## src/hdl/window_defs_regs.vh

```
/*
  offsets, field positions, reset values and codes for the downstream
  window base address registers.
  assumes inclusion by bare name from the design file.
*/
`ifndef WINDOW_DEFS_REGS_VH
`define WINDOW_DEFS_REGS_VH

// ==========================================================
// register byte offsets
`define WIN1_BASE_OFFSET 8'h18
`define WIN2_BASE_OFFSET 8'h1c
// setup and translated-base offsets held outside this block
`define WIN1_SETUP_OFFSET 12'h0ac
`define WIN2_SETUP_OFFSET 12'h00c
`define WIN1_XLAT_OFFSET 12'h0a8
`define WIN2_XLAT_OFFSET 12'h008

// ==========================================================
// field positions
`define SPACE_BIT 0
`define TYPE_LSB 1
`define TYPE_MSB 2
`define PREFETCH_BIT 3
`define BASE_LSB 12
`define BASE_MSB 31
`define SETUP_ENABLE_BIT 31
`define IO_SIZE_LSB 6
`define IO_SIZE_MSB 7

// ==========================================================
// reset values and codes
`define BASE_RESET 20'h0_0000
`define TYPE_32BIT 2'h0
`define TYPE_64BIT 2'h1
`define RESP_OKAY 2'h0
`define RESP_SLVERR 2'h2

`endif

```

## src/hdl/downstream_window_base_regs.v

```verilog
/*
  base address registers of two downstream forwarding windows, their
  axi4-lite register slave, and the downstream claim and translation.
  assumes the setup and translated-base registers live elsewhere and are
  loaded there at initialization; their values arrive as plain inputs.
*/
// Register access over AXI4-Lite was chosen for this implementation.
`timescale 1ns/1ps
`include "window_defs_regs.vh"

module downstream_window_base_regs (
  // clock and reset
  input wire aclk,
  input wire aresetn,
  // axi4-lite write address and data
  input wire [7:0] s_axi_awaddr,
  input wire s_axi_awvalid,
  output reg s_axi_awready,
  input wire [31:0] s_axi_wdata,
  input wire [3:0] s_axi_wstrb,
  input wire s_axi_wvalid,
  output reg s_axi_wready,
  // axi4-lite write response
  output reg [1:0] s_axi_bresp,
  output reg s_axi_bvalid,
  input wire s_axi_bready,
  // axi4-lite read
  input wire [7:0] s_axi_araddr,
  input wire s_axi_arvalid,
  output reg s_axi_arready,
  output reg [31:0] s_axi_rdata,
  output reg [1:0] s_axi_rresp,
  output reg s_axi_rvalid,
  input wire s_axi_rready,
  // setup and translated-base values from outside
  input wire [31:0] win1_setup,
  input wire [31:0] win2_setup,
  input wire [31:0] win1_xlat_base,
  input wire [31:0] win2_xlat_base,
  // downstream access to decode
  input wire [31:0] ds_addr,
  input wire ds_is_io,
  // claim and translated address
  output reg win1_claim,
  output reg win2_claim,
  output reg [31:0] xlat_addr
);

  // ==========================================================
  // helpers

  // window enabled only when setup bit 31 set and setup nonzero
  function win_enabled;
    input [31:0] setup;
    begin
      win_enabled = setup[`SETUP_ENABLE_BIT] && (setup != 32'h0000_0000);
    end
  endfunction

  // address bits compared for a hit: memory 4kb..2gb, io 64b..256b
  function [31:0] win_mask;
    input [31:0] setup;
    input io;
    begin
      win_mask = 32'h0000_0000;
      if (io) begin
        win_mask[31:8] = 24'hff_ffff;
        win_mask[`IO_SIZE_MSB:`IO_SIZE_LSB] = setup[`IO_SIZE_MSB:`IO_SIZE_LSB];
      end else begin
        win_mask[`BASE_MSB:`BASE_LSB] = setup[`BASE_MSB:`BASE_LSB];
        win_mask[31] = 1'b1;
      end
    end
  endfunction

  // byte-lane merge of write data
  function [31:0] strobe_merge;
    input [31:0] old;
    input [31:0] data;
    input [3:0] strb;
    integer i;
    begin
      strobe_merge = old;
      for (i = 0; i < 4; i = i + 1) begin
        if (strb[i]) begin
          strobe_merge[i*8 +: 8] = data[i*8 +: 8];
        end
      end
    end
  endfunction

  // writable bits take the new data, read-only bits keep their value
  function [19:0] masked_update;
    input [19:0] old;
    input [19:0] data;
    input [19:0] wmask;
    begin
      masked_update = (old & ~wmask) | (data & wmask);
    end
  endfunction

  // window bits from the translated base, the rest from the access
  function [31:0] translate;
    input [31:0] xbase;
    input [31:0] addr;
    input [31:0] amask;
    begin
      translate = (xbase & amask) | (addr & ~amask);
    end
  endfunction

  // word-aligned register offset of a bus address
  function [7:0] word_offset;
    input [7:0] addr;
    begin
      word_offset = {addr[7:2], 2'b00};
    end
  endfunction

  // ==========================================================
  // window attributes and visible register words

  reg [19:0] win1_base_reg;
  reg [19:0] win2_base_reg;
  wire win1_en;
  wire win2_en;
  wire win1_io;
  wire [1:0] win1_type;
  wire [19:0] win1_wmask;
  wire [19:0] win2_wmask;
  wire [31:0] win1_word;
  wire [31:0] win2_word;

  assign win1_en = win_enabled(win1_setup);
  assign win2_en = win_enabled(win2_setup);
  assign win1_io = win1_setup[`SPACE_BIT];
  // reserved codes fold to 32-bit decode
  assign win1_type = win1_setup[`TYPE_MSB] ? `TYPE_32BIT
                   : win1_setup[`TYPE_MSB:`TYPE_LSB];
  assign win1_wmask = win1_en ? win1_setup[`BASE_MSB:`BASE_LSB] : 20'h0_0000;
  assign win2_wmask = win2_en ? win2_setup[`BASE_MSB:`BASE_LSB] : 20'h0_0000;

  assign win1_word = {win1_base_reg & win1_wmask, 8'h00,
                      win1_setup[`PREFETCH_BIT], win1_type, win1_io};
  assign win2_word = {win2_base_reg & win2_wmask, 8'h00,
                      win2_setup[`PREFETCH_BIT], `TYPE_32BIT, 1'b0};

  // ==========================================================
  // write channel

  reg aw_held_reg;
  reg w_held_reg;
  reg [7:0] awaddr_reg;
  reg [31:0] wdata_reg;
  reg [3:0] wstrb_reg;
  wire aw_take;
  wire w_take;
  wire do_write;
  wire [31:0] win1_merged;
  wire [31:0] win2_merged;

  assign aw_take = s_axi_awvalid && s_axi_awready;
  assign w_take = s_axi_wvalid && s_axi_wready;
  assign do_write = aw_held_reg && w_held_reg && !s_axi_bvalid;
  assign win1_merged = strobe_merge(win1_word, wdata_reg, wstrb_reg);
  assign win2_merged = strobe_merge(win2_word, wdata_reg, wstrb_reg);

  always @(posedge aclk) begin
    if (!aresetn) begin
      aw_held_reg <= 1'b0;
      w_held_reg <= 1'b0;
      awaddr_reg <= 8'h00;
      wdata_reg <= 32'h0000_0000;
      wstrb_reg <= 4'h0;
      s_axi_awready <= 1'b0;
      s_axi_wready <= 1'b0;
      s_axi_bvalid <= 1'b0;
      s_axi_bresp <= `RESP_OKAY;
      win1_base_reg <= `BASE_RESET;
      win2_base_reg <= `BASE_RESET;
    end else begin
      if (!aw_held_reg && !s_axi_bvalid && !aw_take) begin
        s_axi_awready <= 1'b1;
      end
      if (!w_held_reg && !s_axi_bvalid && !w_take) begin
        s_axi_wready <= 1'b1;
      end
      if (aw_take) begin
        aw_held_reg <= 1'b1;
        awaddr_reg <= s_axi_awaddr;
        s_axi_awready <= 1'b0;
      end
      if (w_take) begin
        w_held_reg <= 1'b1;
        wdata_reg <= s_axi_wdata;
        wstrb_reg <= s_axi_wstrb;
        s_axi_wready <= 1'b0;
      end
      if (do_write) begin
        aw_held_reg <= 1'b0;
        w_held_reg <= 1'b0;
        s_axi_bvalid <= 1'b1;
        s_axi_bresp <= `RESP_OKAY;
        case (word_offset(awaddr_reg))
          `WIN1_BASE_OFFSET: begin
            win1_base_reg <= masked_update(win1_base_reg, win1_merged[`BASE_MSB:`BASE_LSB],
                                           win1_wmask);
          end
          `WIN2_BASE_OFFSET: begin
            win2_base_reg <= masked_update(win2_base_reg, win2_merged[`BASE_MSB:`BASE_LSB],
                                           win2_wmask);
          end
          default: begin
            s_axi_bresp <= `RESP_SLVERR;
          end
        endcase
      end
      if (s_axi_bvalid && s_axi_bready) begin
        s_axi_bvalid <= 1'b0;
      end
    end
  end

  // ==========================================================
  // read channel

  always @(posedge aclk) begin
    if (!aresetn) begin
      s_axi_arready <= 1'b0;
      s_axi_rvalid <= 1'b0;
      s_axi_rdata <= 32'h0000_0000;
      s_axi_rresp <= `RESP_OKAY;
    end else begin
      if (s_axi_arvalid && s_axi_arready) begin
        s_axi_arready <= 1'b0;
        s_axi_rvalid <= 1'b1;
        case (word_offset(s_axi_araddr))
          `WIN1_BASE_OFFSET: begin
            s_axi_rdata <= win1_word;
            s_axi_rresp <= `RESP_OKAY;
          end
          `WIN2_BASE_OFFSET: begin
            s_axi_rdata <= win2_word;
            s_axi_rresp <= `RESP_OKAY;
          end
          default: begin
            s_axi_rdata <= 32'h0000_0000;
            s_axi_rresp <= `RESP_SLVERR;
          end
        endcase
      end else if (s_axi_rvalid && s_axi_rready) begin
        s_axi_rvalid <= 1'b0;
      end else if (!s_axi_rvalid) begin
        s_axi_arready <= 1'b1;
      end
    end
  end

  // ==========================================================
  // downstream claim and direct translation

  wire [31:0] win1_amask;
  wire [31:0] win2_amask;
  wire [31:0] win1_base_addr;
  wire [31:0] win2_base_addr;
  wire win1_hit;
  wire win2_hit;

  assign win1_amask = win_mask(win1_setup, win1_io);
  assign win2_amask = win_mask(win2_setup, 1'b0);
  assign win1_base_addr = {win1_base_reg & win1_wmask, 12'h000};
  assign win2_base_addr = {win2_base_reg & win2_wmask, 12'h000};
  assign win1_hit = win1_en && (ds_is_io == win1_io)
                 && ((ds_addr & win1_amask) == (win1_base_addr & win1_amask));
  assign win2_hit = win2_en && !ds_is_io
                 && ((ds_addr & win2_amask) == (win2_base_addr & win2_amask));

  always @(posedge aclk) begin
    if (!aresetn) begin
      win1_claim <= 1'b0;
      win2_claim <= 1'b0;
      xlat_addr <= 32'h0000_0000;
    end else begin
      win1_claim <= win1_hit;
      win2_claim <= win2_hit && !win1_hit;
      if (win1_hit) begin
        xlat_addr <= translate(win1_xlat_base, ds_addr, win1_amask);
      end else if (win2_hit) begin
        xlat_addr <= translate(win2_xlat_base, ds_addr, win2_amask);
      end else begin
        xlat_addr <= ds_addr;
      end
    end
  end

endmodule

```

## config.mk

```make
export PLATFORM = sky130hd
export DESIGN_NAME = downstream_window_base_regs
export DESIGN_NICKNAME = d
export VERILOG_FILES = /design/src/hdl/downstream_window_base_regs.v
export VERILOG_INCLUDE_DIRS = /design/src /design/src/hdl
export SDC_FILE = /design/constraint.sdc
export NUM_CORES = 1
export LEC_CHECK = 0
export BUFFER_PORTS_ARGS = -buffer_cell sky130_fd_sc_hd__buf_2
export CAP_MARGIN = 20
export CORE_ASPECT_RATIO = 0.6
export CORE_MARGIN = 10
export CORE_UTILIZATION = 40
export DETAILED_ROUTE_END_ITERATION = 8
export PLACE_DENSITY = 0.69
export RECOVER_POWER = 100
export SYNTH_ARGS = -nofsm -noshare
export SYNTH_HDL_FRONTEND = slang
export SYNTH_SLANG_ARGS = --single-unit
```

## constraint.sdc

```tcl
create_clock -name aclk -period 3.3 [get_ports aclk]
set_clock_uncertainty 0.2 [all_clocks]
set_input_delay 0.495 -clock aclk [delete_from_list [all_inputs] [get_ports aclk]]
set_output_delay 0.495 -clock aclk [all_outputs]
set_load 0.05 [all_outputs]
```

==> qor.yml, run 1 <==
clocking:
  clk-insertion-delay-late_ns: 0.42
  clock-sinks: 135
  cts_tree: "done"
  clkTransAtPathRegs_ns: 0.07
  cts_setup_buffers: 0
  cts-resized-gates: 0
  clock_path_buffers: 2
  tritoncts.num_buffers: 17
  h-tree-depth: 4
  cts_hold_buf: 0
  cts-root-buf: "clkbuf_16"
global_route:
  grt_pass1_wl_um: 43400
  antenna_found_initial: 5
  grt_pass1_vias: 6905
  grt_max_degree: 57
  grt_usage_pct: 24.5
  grt-ovfl-total: 0
final_layout:
  final_cell_mix: "buf_2 (166), dfxtp_1 (135), nand2_1 (116)"
  nNetsFinal: 1281
  final_common_cell: "buf_2"
  fillCellCount: 1659
  drive_gt1_share_pct: 22.1
  area_growth_pct: 27.5
power:
  internal_power_w: 0.00296
  power.switching_w: 0.00126
  p_clk_share_pct: 44.3
  vdd_drop_max_uv: 315
  p_seq_share_pct: 40.9
  p_sw_share_pct: 29.9
  p_comb_share_pct: 14.8
  p_per_area_nw_per_um2: 485
  p_leak_nw: 3.45
routing:
  routed-via-count: 7369
  drc: 0
  viasPerCell: 5.66
  drt_pre_antenna_iters: 5
  wl_um: 29000
  wl_per_cell_um: 22.3
  ant_nets: 0
  drt_iter0_markers: 932
synth:
  synthMuxAreaShare_pct: 6.74
  ys_types: 55
  synth_xor_area_share_pct: 0.769
  synth-edff-count: 0
  synthSimpleGateAreaFrac_pct: 24.7
  synthCells: 836
  syn-cell-area_um2: 6840
  yosys_register_bits: 135
  synthAdderAreaFrac_pct: 0
  synth_top_family_by_area: "simple AND/OR/NAND/NOR gates"
  yosys_warnings: 0
  synthFlopType: "dfxtp_1"
  synth_compound_area_share_pct: 22.8
  yosysSeqAreaShare_pct: 39.5
  avgSynthCellArea_um2: 8.18
  ys_async_sr_fraction_pct: 0
sta:
  finalSetupViolations: 0
  hold_slack_ns: 0.0727
  hold_viol: 0
  slew-limit-headroom_pct: -34.6
  tns_ns: 0
  maxSlewViolCount: 56
  rsz0062_at_grt: "no"
  tightest_slew_ns: 2.02
  max_freq_mhz: 354
  fin_crit_ns: 2.83
  fin_crit_sh_pct: 85.7
setup_path:
  rrSetupSlack_ns: 0.58
  path_class: "input pin to flop"
  arrival_ns: 2.92
  end_kind: "flop"
  reg2regPathDepth: 8
  rr_endpoint: "xlat_addr[19]"
  startpoint_type: "input pin"
  crit_fanout: 56
  crit_slowest_cell: "inv_1"
  crit_chain: "clkbuf_1, inv_1, buf_4, nor3_1"
  max_stage_delay_ns: 1.53
  worstPathRequired_ns: 3.39
place:
  dp_hpwl_um: 22600
  io_buffers: 231
  gp_congestion: 0.990
hold_path:
  min-delay-start: "ds_addr[1]"
  whs_path_depth: 2
  min_to: "xlat_addr[1]"
  hold_path.class: "input pin to flop"
die:
  dieArea_um2: 22900
  die_y_um: 121
  io_pins: 295
  fp.coreArea_um2: 16500
  die_x_um: 189
  start_util_pct: 41.5
  rows: 36
run_status:
  violations: "capacitance limit, slew limit"
  outcome: "complete, but fails checks"
flow_run:
  maxCapViolCount: 1
-- synth_stat cells (7+ instances only) --
library cell	number	share of area, %
nand3b_1	15	1.6
dfxtp_1	135	40
a21boi_0	7	0.77
clkbuf_1	39	2.1
inv_1	9	0.49
a311oi_1	33	4.2
a211oi_2	14	2.6
a32oi_1	10	1.3
a22oi_1	11	1.2
a31oi_1	12	1.1
nand2_1	116	6.4
o21a_1	16	1.8
and2_1	15	1.4
mux2i_1	46	6.7
nor2b_1	8	0.73
nor2_1	98	5.4
buf_4	15	1.6
a21oi_1	62	4.5
nand3_1	52	3.8
and3b_1	7	0.90
o21ai_0	17	1.2
nor3_1	11	0.81
o22ai_1	9	0.82
-- routing by layer --
metal	part of all wire, %	GRT usage (%)	wire length [um]
met3	16	10.6	4690
met4	0.80	4.64	231
met1	44	34.9	12800
met2	39	33.1	11200
met5	0.15	0	45
-- worst max path at each step --
stage                      end           start  cells after the start
2_1_floorplan    xlat_addr[28]  win2_setup[31]                     10
3_3_place_gp     xlat_addr[13]   win1_setup[0]                      9
3_5_place_dp     xlat_addr[19]   win1_setup[0]                     10
4_1_cts          xlat_addr[30]   win1_setup[0]                     10
5_1_grt                   flop         aresetn                      4
6_report       s_axi_rdata[22]         aresetn                      4
-- layout make-up --
class,count,area [um2],share of cell area [%]
Clock inverter,12,118,1.35
Antenna cell,1,2.50,0.0287
Clock buffer,20,457,5.24
Tap cell,228,285,3.27
Timing Repair Buffer,262,1360,15.6
Inverter,10,37.5,0.431
Sequential cell,135,2700,31.0
Multi-Input combinational cell,635,3750,43.1
-- worst max-delay path, delay by kind of cell --
| kind | cells | cell delay (ns) |
|---|---|---|
| buffers and inverters | 3 | 2.30 |
| and+or+nand+nor | 1 | 0.10 |
-- kinds of logic after synthesis --
family	Yosys count
flops	135
buf+inv	76
mux	46
simple gates	354
other cells	1
compound gates	218
xor+xnor	6
-- power by group through the flow --
stage          Combinational (W)  Sequential [W]  Clock, W
3_3_place_gp            0.000627         0.00176         0
2_1_floorplan           0.000257         0.00187         0
3_5_place_dp            0.000631         0.00176         0
5_1_grt                 0.000670         0.00173   0.00196
6_report                0.000626         0.00173   0.00188
4_1_cts                 0.000633         0.00173   0.00188
-- per-stage QoR --
stage | cells | util, % | area (um2) | setup WS (ns) | power, W
finish | 1303 | 52.9 | 8710 | 0.473 | 0.00423
global route | 1302 | 52.8 | 8710 | 0.269 | 0.00437
CTS | 1302 | 53.6 | 8840 | 0.612 | 0.00424
detailed placement | 1270 | 50.1 | 8270 | 0.186 | 0.00239
global placement | 1270 | 50.1 | 8270 | 0.226 | 0.00239
floorplan | 846 | - | 6870 | 0.727 | 0.00212
(Power assumes the default switching activity.)
==> inputs of run 2 (changes only) <==
--- a/config.mk
+++ b/config.mk
@@ -12,7 +12,7 @@
 export CORE_MARGIN = 10
 export CORE_UTILIZATION = 40
 export DETAILED_ROUTE_END_ITERATION = 8
-export PLACE_DENSITY = 0.69
+export PLACE_DENSITY_LB_ADDON = 0.3
 export RECOVER_POWER = 100
 export SYNTH_ARGS = -nofsm -noshare
 export SYNTH_HDL_FRONTEND = slang
==> run 2 against run 1 <==
Against the previous run: the flow still finishes with violations (capacitance limit, slew limit); combinational power increased by 1%; die area unchanged; utilization increased by 0.81 points; critical path type unchanged; largest cell class unchanged; largest power group unchanged.
==> qor.yml, run 2 (synthesized netlist as in run 1, its figures left out) <==
run_status:
  outcome: "complete, but fails checks"  # unchanged
  violations: "capacitance limit, slew limit"  # unchanged
sta:
  fin_crit_sh_pct: 83.8  # was 85.7%
  max_freq_mhz: 361  # was 354 MHz
  hold_viol: 0  # unchanged
  tightest_slew_ns: 1.88  # was 2.02 ns
  layout_setup_ws_ns: 0.533  # was 0.473 ns
  maxSlewViolCount: 55  # was 56
  tns_ns: 0  # unchanged
  rsz0062_at_grt: "no"  # unchanged
  fin_crit_ns: 2.77  # was 2.83 ns
  slew-limit-headroom_pct: -25.7  # was -34.6%
  finalSetupViolations: 0  # unchanged
routing:
  ant_nets: 0  # unchanged
  viasPerCell: 5.69  # was 5.66
  wl_per_cell_um: 22.4  # was 22.3 um
  drt_iter0_markers: 945  # was 932
  drc: 0  # unchanged
  routed-via-count: 7449  # was 7369
  wl_um: 29300  # was 29000 um
  drt_pre_antenna_iters: 6  # was 5
final_layout:
  final_cell_mix: "buf_2 (166), dfxtp_1 (135), nand2_1 (116)"  # unchanged
  area_growth_pct: 29.4  # was 27.5%
  final_common_cell: "buf_2"  # unchanged
  nNetsFinal: 1287  # was 1281
  drive_gt1_share_pct: 22.5  # was 22.1%
hold_path:
  hold_path.class: "input pin to flop"  # unchanged
die:
  fp.coreArea_um2: 16500  # unchanged
  start_util_pct: 41.5  # unchanged
  die_x_um: 189  # unchanged
  rows: 36  # unchanged
  die_y_um: 121  # unchanged
  dieArea_um2: 22900  # unchanged
  io_pins: 295  # unchanged
global_route:
  antenna_found_initial: 1  # was 5
  grt_usage_pct: 24.5  # about the same
  grt-ovfl-total: 0  # unchanged
  grt_pass1_wl_um: 43500  # was 43400 um
  grt_pass1_vias: 7015  # was 6905
  grt_max_degree: 56  # was 57
setup_path:
  max_stage_delay_ns: 0.53  # was 1.53 ns
  crit_chain: "buf_2, nor2b_1, o21ai_0, o2111ai_1, or4_1, and4b_1, buf_12, a311oi_1, a211oi_1"  # was clkbuf_1, inv_1, buf_4, nor3_1
  path_class: "input pin to flop"  # unchanged
  worstPathRequired_ns: 3.40  # was 3.39 ns
  crit_slowest_cell: "or4_1"  # was inv_1
  arrival_ns: 2.87  # was 2.92 ns
  cpLargestDelayFamily: "simple AND/OR/NAND/NOR gates"  # was buffers and inverters
  crit_fanout: 31  # was 56
  end_kind: "flop"  # unchanged
  startpoint_type: "input pin"  # unchanged
  path_buf_inv: 2  # was 3
flow_run:
  maxCapViolCount: 1  # unchanged
clocking:
  tritoncts.num_buffers: 17  # unchanged
  cts-resized-gates: 0  # unchanged
  clk-insertion-delay-late_ns: 0.42  # about the same
  cts-root-buf: "clkbuf_16"  # unchanged
  cts_hold_buf: 0  # unchanged
  clock-sinks: 135  # unchanged
  clock_path_buffers: 2  # unchanged
  h-tree-depth: 4  # unchanged
  cts_setup_buffers: 0  # unchanged
  clkTransAtPathRegs_ns: 0.06  # was 0.07 ns
  cts_tree: "done"  # unchanged
place:
  gp_congestion: 0.994  # was 0.990
  io_buffers: 231  # unchanged
  dp_hpwl_um: 22800  # was 22600 um
  dp_slack_ns: 0.157  # was 0.186 ns
power:
  p_leak_nw: 3.53  # was 3.45 nW
  p_per_area_nw_per_um2: 513  # was 485 nW/um2
  vdd_drop_max_uv: 297  # was 315 uV
==> run 2: changes by cell type in the layout (fill, tap and decap cells not counted), sizes merged <==
cell | previous run | this run
bufinv | 1 | 6
clkbuf | 85 | 86
inv | 14 | 10
clkinvlp | 4 | 0
buf | 197 | 201
clkinv | 3 | 6
==> run 2: power breakdown <==
part	switching, W	internal, W
Combinational	0.000438	0.000194
Sequential	0.0000418	0.00169
Clock	0.000747	0.00144
Total	0.00123	0.00332
==> run 2: final timing paths <==
path / start / endpoint / slack, ns / depth (start not counted)
worst max-delay path: win1_setup[0] / xlat_addr[14] / 0.53 / 9
worst min-delay path: ds_addr[0] / xlat_addr[0] / 0.08 / 2
worst max register to register: s_axi_bvalid / flop / 0.66 / 7
worst min register to register: awaddr_reg[3] / awaddr_reg[3] / 0.25 / 2
==> run 2: layout make-up <==
class                           instances  area, um2
Fill cell                            1664       7640
Multi-Input combinational cell        635       3770
Sequential cell                       135       2700
Timing Repair Buffer                  268       1380
Clock buffer                           19        443
Tap cell                              228        285
Clock inverter                         12        225
Inverter                               10       37.5
Antenna cell                            1       2.50
==> run 2: through the flow <==
stage / instance area [um2] / cells / util, % / total power, W / hold slack (ns)
2_1_floorplan: 6870 / 846 / - / 0.00212 / 0.232
3_3_place_gp: 8300 / 1276 / 50.3 / 0.00239 / 0.235
3_5_place_dp: 8300 / 1276 / 50.3 / 0.00240 / 0.246
4_1_cts: 8970 / 1307 / 54.4 / 0.00456 / 0.0702
5_1_grt: 8840 / 1307 / 53.7 / 0.00468 / 0.0796
6_report: 8850 / 1308 / 53.7 / 0.00454 / 0.0810
==> run 2: layer usage <==
layer  track usage, %  vias to the layer above  part of all wire, %  wire length (um)
met5                0                        -                0.058                17
met4             3.95                        2                 0.73               214
met3             10.6                       28                   15              4420
met2             33.7                      455                   39             11500
met1             34.8                     3478                   45             13200
li1                 -                     3486                    -                 -
==> inputs of run 3 (changes only) <==
==> constraint.sdc (replaced) <==
create_clock -name aclk -period 2.5 [get_ports aclk]
set_clock_uncertainty 0.2 [all_clocks]
set_input_delay 0.375 -clock aclk [delete_from_list [all_inputs] [get_ports aclk]]
set_output_delay 0.375 -clock aclk [all_outputs]
set_load 0.05 [all_outputs]
==> run 3 against run 2 <==
Against the previous run: the flow finishes with violations (setup timing); combinational power rose by 57%; largest power group unchanged; critical path type is now flop to flop; sequential power rose by 32%; sequential share of layout area fell by 4.2 points; critical endpoint is now xlat_addr[29]; count of clock-buffer cells in the layout rose by 1; critical path depth did not move; clock power rose by 29%; flip-flop and latch count did not move; register-to-register slack got worse by 0.70 ns; final area rose by 16%; die area did not move.
==> qor.yml, run 3 (synthesized netlist as in run 1, its figures left out) <==
run_status:
  outcome: "complete, but fails checks"  # unchanged
  violations: "setup timing"  # was capacitance limit, slew limit
hold_path:
  whs_path_depth: 3  # was 2
  min-delay-start: "s_axi_awaddr[3]"  # was ds_addr[0]
  min_to: "awaddr_reg[3]"  # was xlat_addr[0]
  hold_path.class: "input pin to flop"  # unchanged
setup_path:
  rr_endpoint: "xlat_addr[29]"
  cpLargestDelayFamily: "simple AND/OR/NAND/NOR gates"  # unchanged
  worstPathRequired_ns: 2.63  # was 3.40 ns
  crit_fanout: 8  # was 31
  max_stage_delay_ns: 0.55  # was 0.53 ns
  startpoint_type: "flop"  # was input pin
  arrival_ns: 2.67  # was 2.87 ns
  end_kind: "flop"  # unchanged
  path_class: "flop to flop"  # was input pin to flop
  crit_chain: "nand3_2, nand3b_1, o2111ai_2, or4_4, and4b_4, buf_6, buf_12, a311oi_2, a211oi_2"  # was buf_2, nor2b_1, o21ai_0, o2111ai_1, or4_1, and4b_1, buf_12, a311oi_1, a211oi_1
  rrSetupSlack_ns: -0.04  # was 0.66 ns
  path_buf_inv: 2  # unchanged
  reg2regPathDepth: 9  # was 7
  crit_slowest_cell: "or4_4"  # was or4_1
routing:
  drc: 0  # unchanged
  drt_iter0_markers: 903  # was 945
  ant_nets: 0  # unchanged
  wl_per_cell_um: 21.4  # was 22.4 um
  routed-via-count: 8166  # was 7449
  drt_pre_antenna_iters: 6  # unchanged
  viasPerCell: 5.62  # was 5.69
  wl_um: 31100  # was 29300 um
final_layout:
  nNetsFinal: 1431  # was 1287
  final_cell_mix: "buf_2 (165), dfxtp_1 (131), nand2_1 (116)"  # was buf_2 (166), dfxtp_1 (135), nand2_1 (116)
  multi_input_area_um2: 3940  # was 3770 um2
  final_common_cell: "buf_2"  # unchanged
  final_core_util_pct: 62.3  # was 53.7%
  fillCellCount: 1495  # was 1664
  instances_no_fill: 1452  # was 1308
  ff_latch_area_um2: 2710  # was 2700 um2
  drive_gt1_share_pct: 30.4  # was 22.5%
  area_growth_pct: 50.2  # was 29.4%
place:
  dp_hpwl_um: 23800  # was 22800 um
  dp_cells: 1363  # was 1276
  gp_congestion: 1.02  # was 0.994
  dp_slack_ns: -0.402  # was 0.157 ns
  io_buffers: 231  # unchanged
power:
  p_per_area_nw_per_um2: 593  # was 513 nW/um2
  p_leak_nw: 4.22  # was 3.53 nW
  vdd_drop_max_uv: 357  # was 297 uV
global_route:
  grt_max_degree: 49  # was 56
  grt_pass1_vias: 7605  # was 7015
  grt_pass1_wl_um: 45100  # was 43500 um
  grt_usage_pct: 25.4  # was 24.5%
  antenna_found_initial: 2  # was 1
  grt-ovfl-total: 0  # unchanged
die:
  rows: 36  # unchanged
  start_util_pct: 41.5  # unchanged
  die_x_um: 189  # unchanged
  fp.coreArea_um2: 16500  # unchanged
  dieArea_um2: 22900  # unchanged
  die_y_um: 121  # unchanged
  io_pins: 295  # unchanged
clocking:
  cts-root-buf: "clkbuf_16"  # unchanged
  clock-sinks: 135  # unchanged
  cts_tree: "done"  # unchanged
  h-tree-depth: 4  # unchanged
  clkTransAtPathRegs_ns: 0.06  # about the same
  clk-insertion-delay-late_ns: 0.42  # about the same
  clock_path_buffers: 2  # unchanged
  tritoncts.num_buffers: 17  # unchanged
sta:
  rsz0062_at_grt: "yes"  # was no
  maxSlewViolCount: 0  # was 55
  hold_viol: 0  # unchanged
  tightest_slew_ns: 0.927  # was 1.88 ns
  layout_setup_ws_ns: -0.0444  # was 0.533 ns
  slew-limit-headroom_pct: 38.1  # was -25.7%
  fin_crit_ns: 2.54
  max_freq_mhz: 393
  tns_ns: -0.244  # was 0 ns
  finalSetupViolations: 12  # was 0
  fin_crit_sh_pct: 102
flow_run:
  maxCapViolCount: 0  # was 1
[run 3: cell count changes in the layout (fill, tap and decap cells not counted), sizes merged, moves of 2 or more]
cell / delta
clkbuf: +13
buf: +93
dlygate4sd3: +39
clkinv: -2
[run 3: per-stage QoR]
| stage | hold WS, ns | total power [W] | instance area [um2] |
|---|---|---|---|
| after floorplan | 0.232 | 0.00280 | 6870 |
| after global placement | 0.235 | 0.00324 | 8980 |
| after detailed placement | 0.242 | 0.00324 | 8980 |
| after CTS | 0.000613 | 0.00609 | 10000 |
| after global routing | 0.0121 | 0.00627 | 10300 |
| final | 0.00915 | 0.00609 | 10300 |
[run 3: power by group]
group	internal [W]	switching, W
clock	0.00180	0.00101
sequential	0.00222	0.0000536
combinational	0.000370	0.000624
total	0.00439	0.00169
[run 3: per-layer routing]
| metal | GRT usage, % | vias to the layer above | share of wire [%] | routed length [um] |
|---|---|---|---|---|
| li1 | - | 3778 | - | - |
| met2 | 36.0 | 528 | 41 | 12600 |
| met5 | 0 | - | 0.055 | 17 |
| met3 | 10.1 | 39 | 13 | 4140 |
| met4 | 4.69 | 2 | 1.3 | 394 |
| met1 | 35.4 | 3819 | 45 | 13900 |
[run 3: final cells by class]
class	instances	share of cell area, %
multi-input cells	635	38.4
flip-flops and latches	135	26.4
repair buffers	412	25.8
clock buffers	20	4.35
well taps	228	2.78
clock inverters	11	1.93
inverters	10	0.390
diodes	1	0.0244
[run 3: worst max path at each step]
| stage | end | from | slack (ns) | depth (start not counted) |
|---|---|---|---|---|
| global route | xlat_addr[12] | flop | -0.07 | 9 |
| CTS | xlat_addr[25] | flop | -0.01 | 8 |
| global placement | xlat_addr[29] | win1_setup[0] | -0.36 | 10 |
| detailed placement | xlat_addr[15] | win1_setup[0] | -0.40 | 10 |
| floorplan | xlat_addr[28] | win2_setup[31] | 0.05 | 10 |
| finish | xlat_addr[29] | flop | -0.04 | 9 |
[run 3: worst reg2reg max path, stage by stage (launching register included)]
cell	delay, ns
dfxtp_1	0.36
nand3_2	0.10
nand3b_1	0.17
o2111ai_2	0.16
or4_4	0.55
and4b_4	0.43
buf_6	0.13
buf_12	0.13
a311oi_2	0.05
a211oi_2	0.18
[run 3: what timing repair did]
action	CTS	global route
gates resized for setup	1	50
setup buffers	0	17
hold buffers	38	1
setup endpoints to repair	4	24
pin swaps	1	30
endpoints found under the hold margin	36	1
cloned	0	2
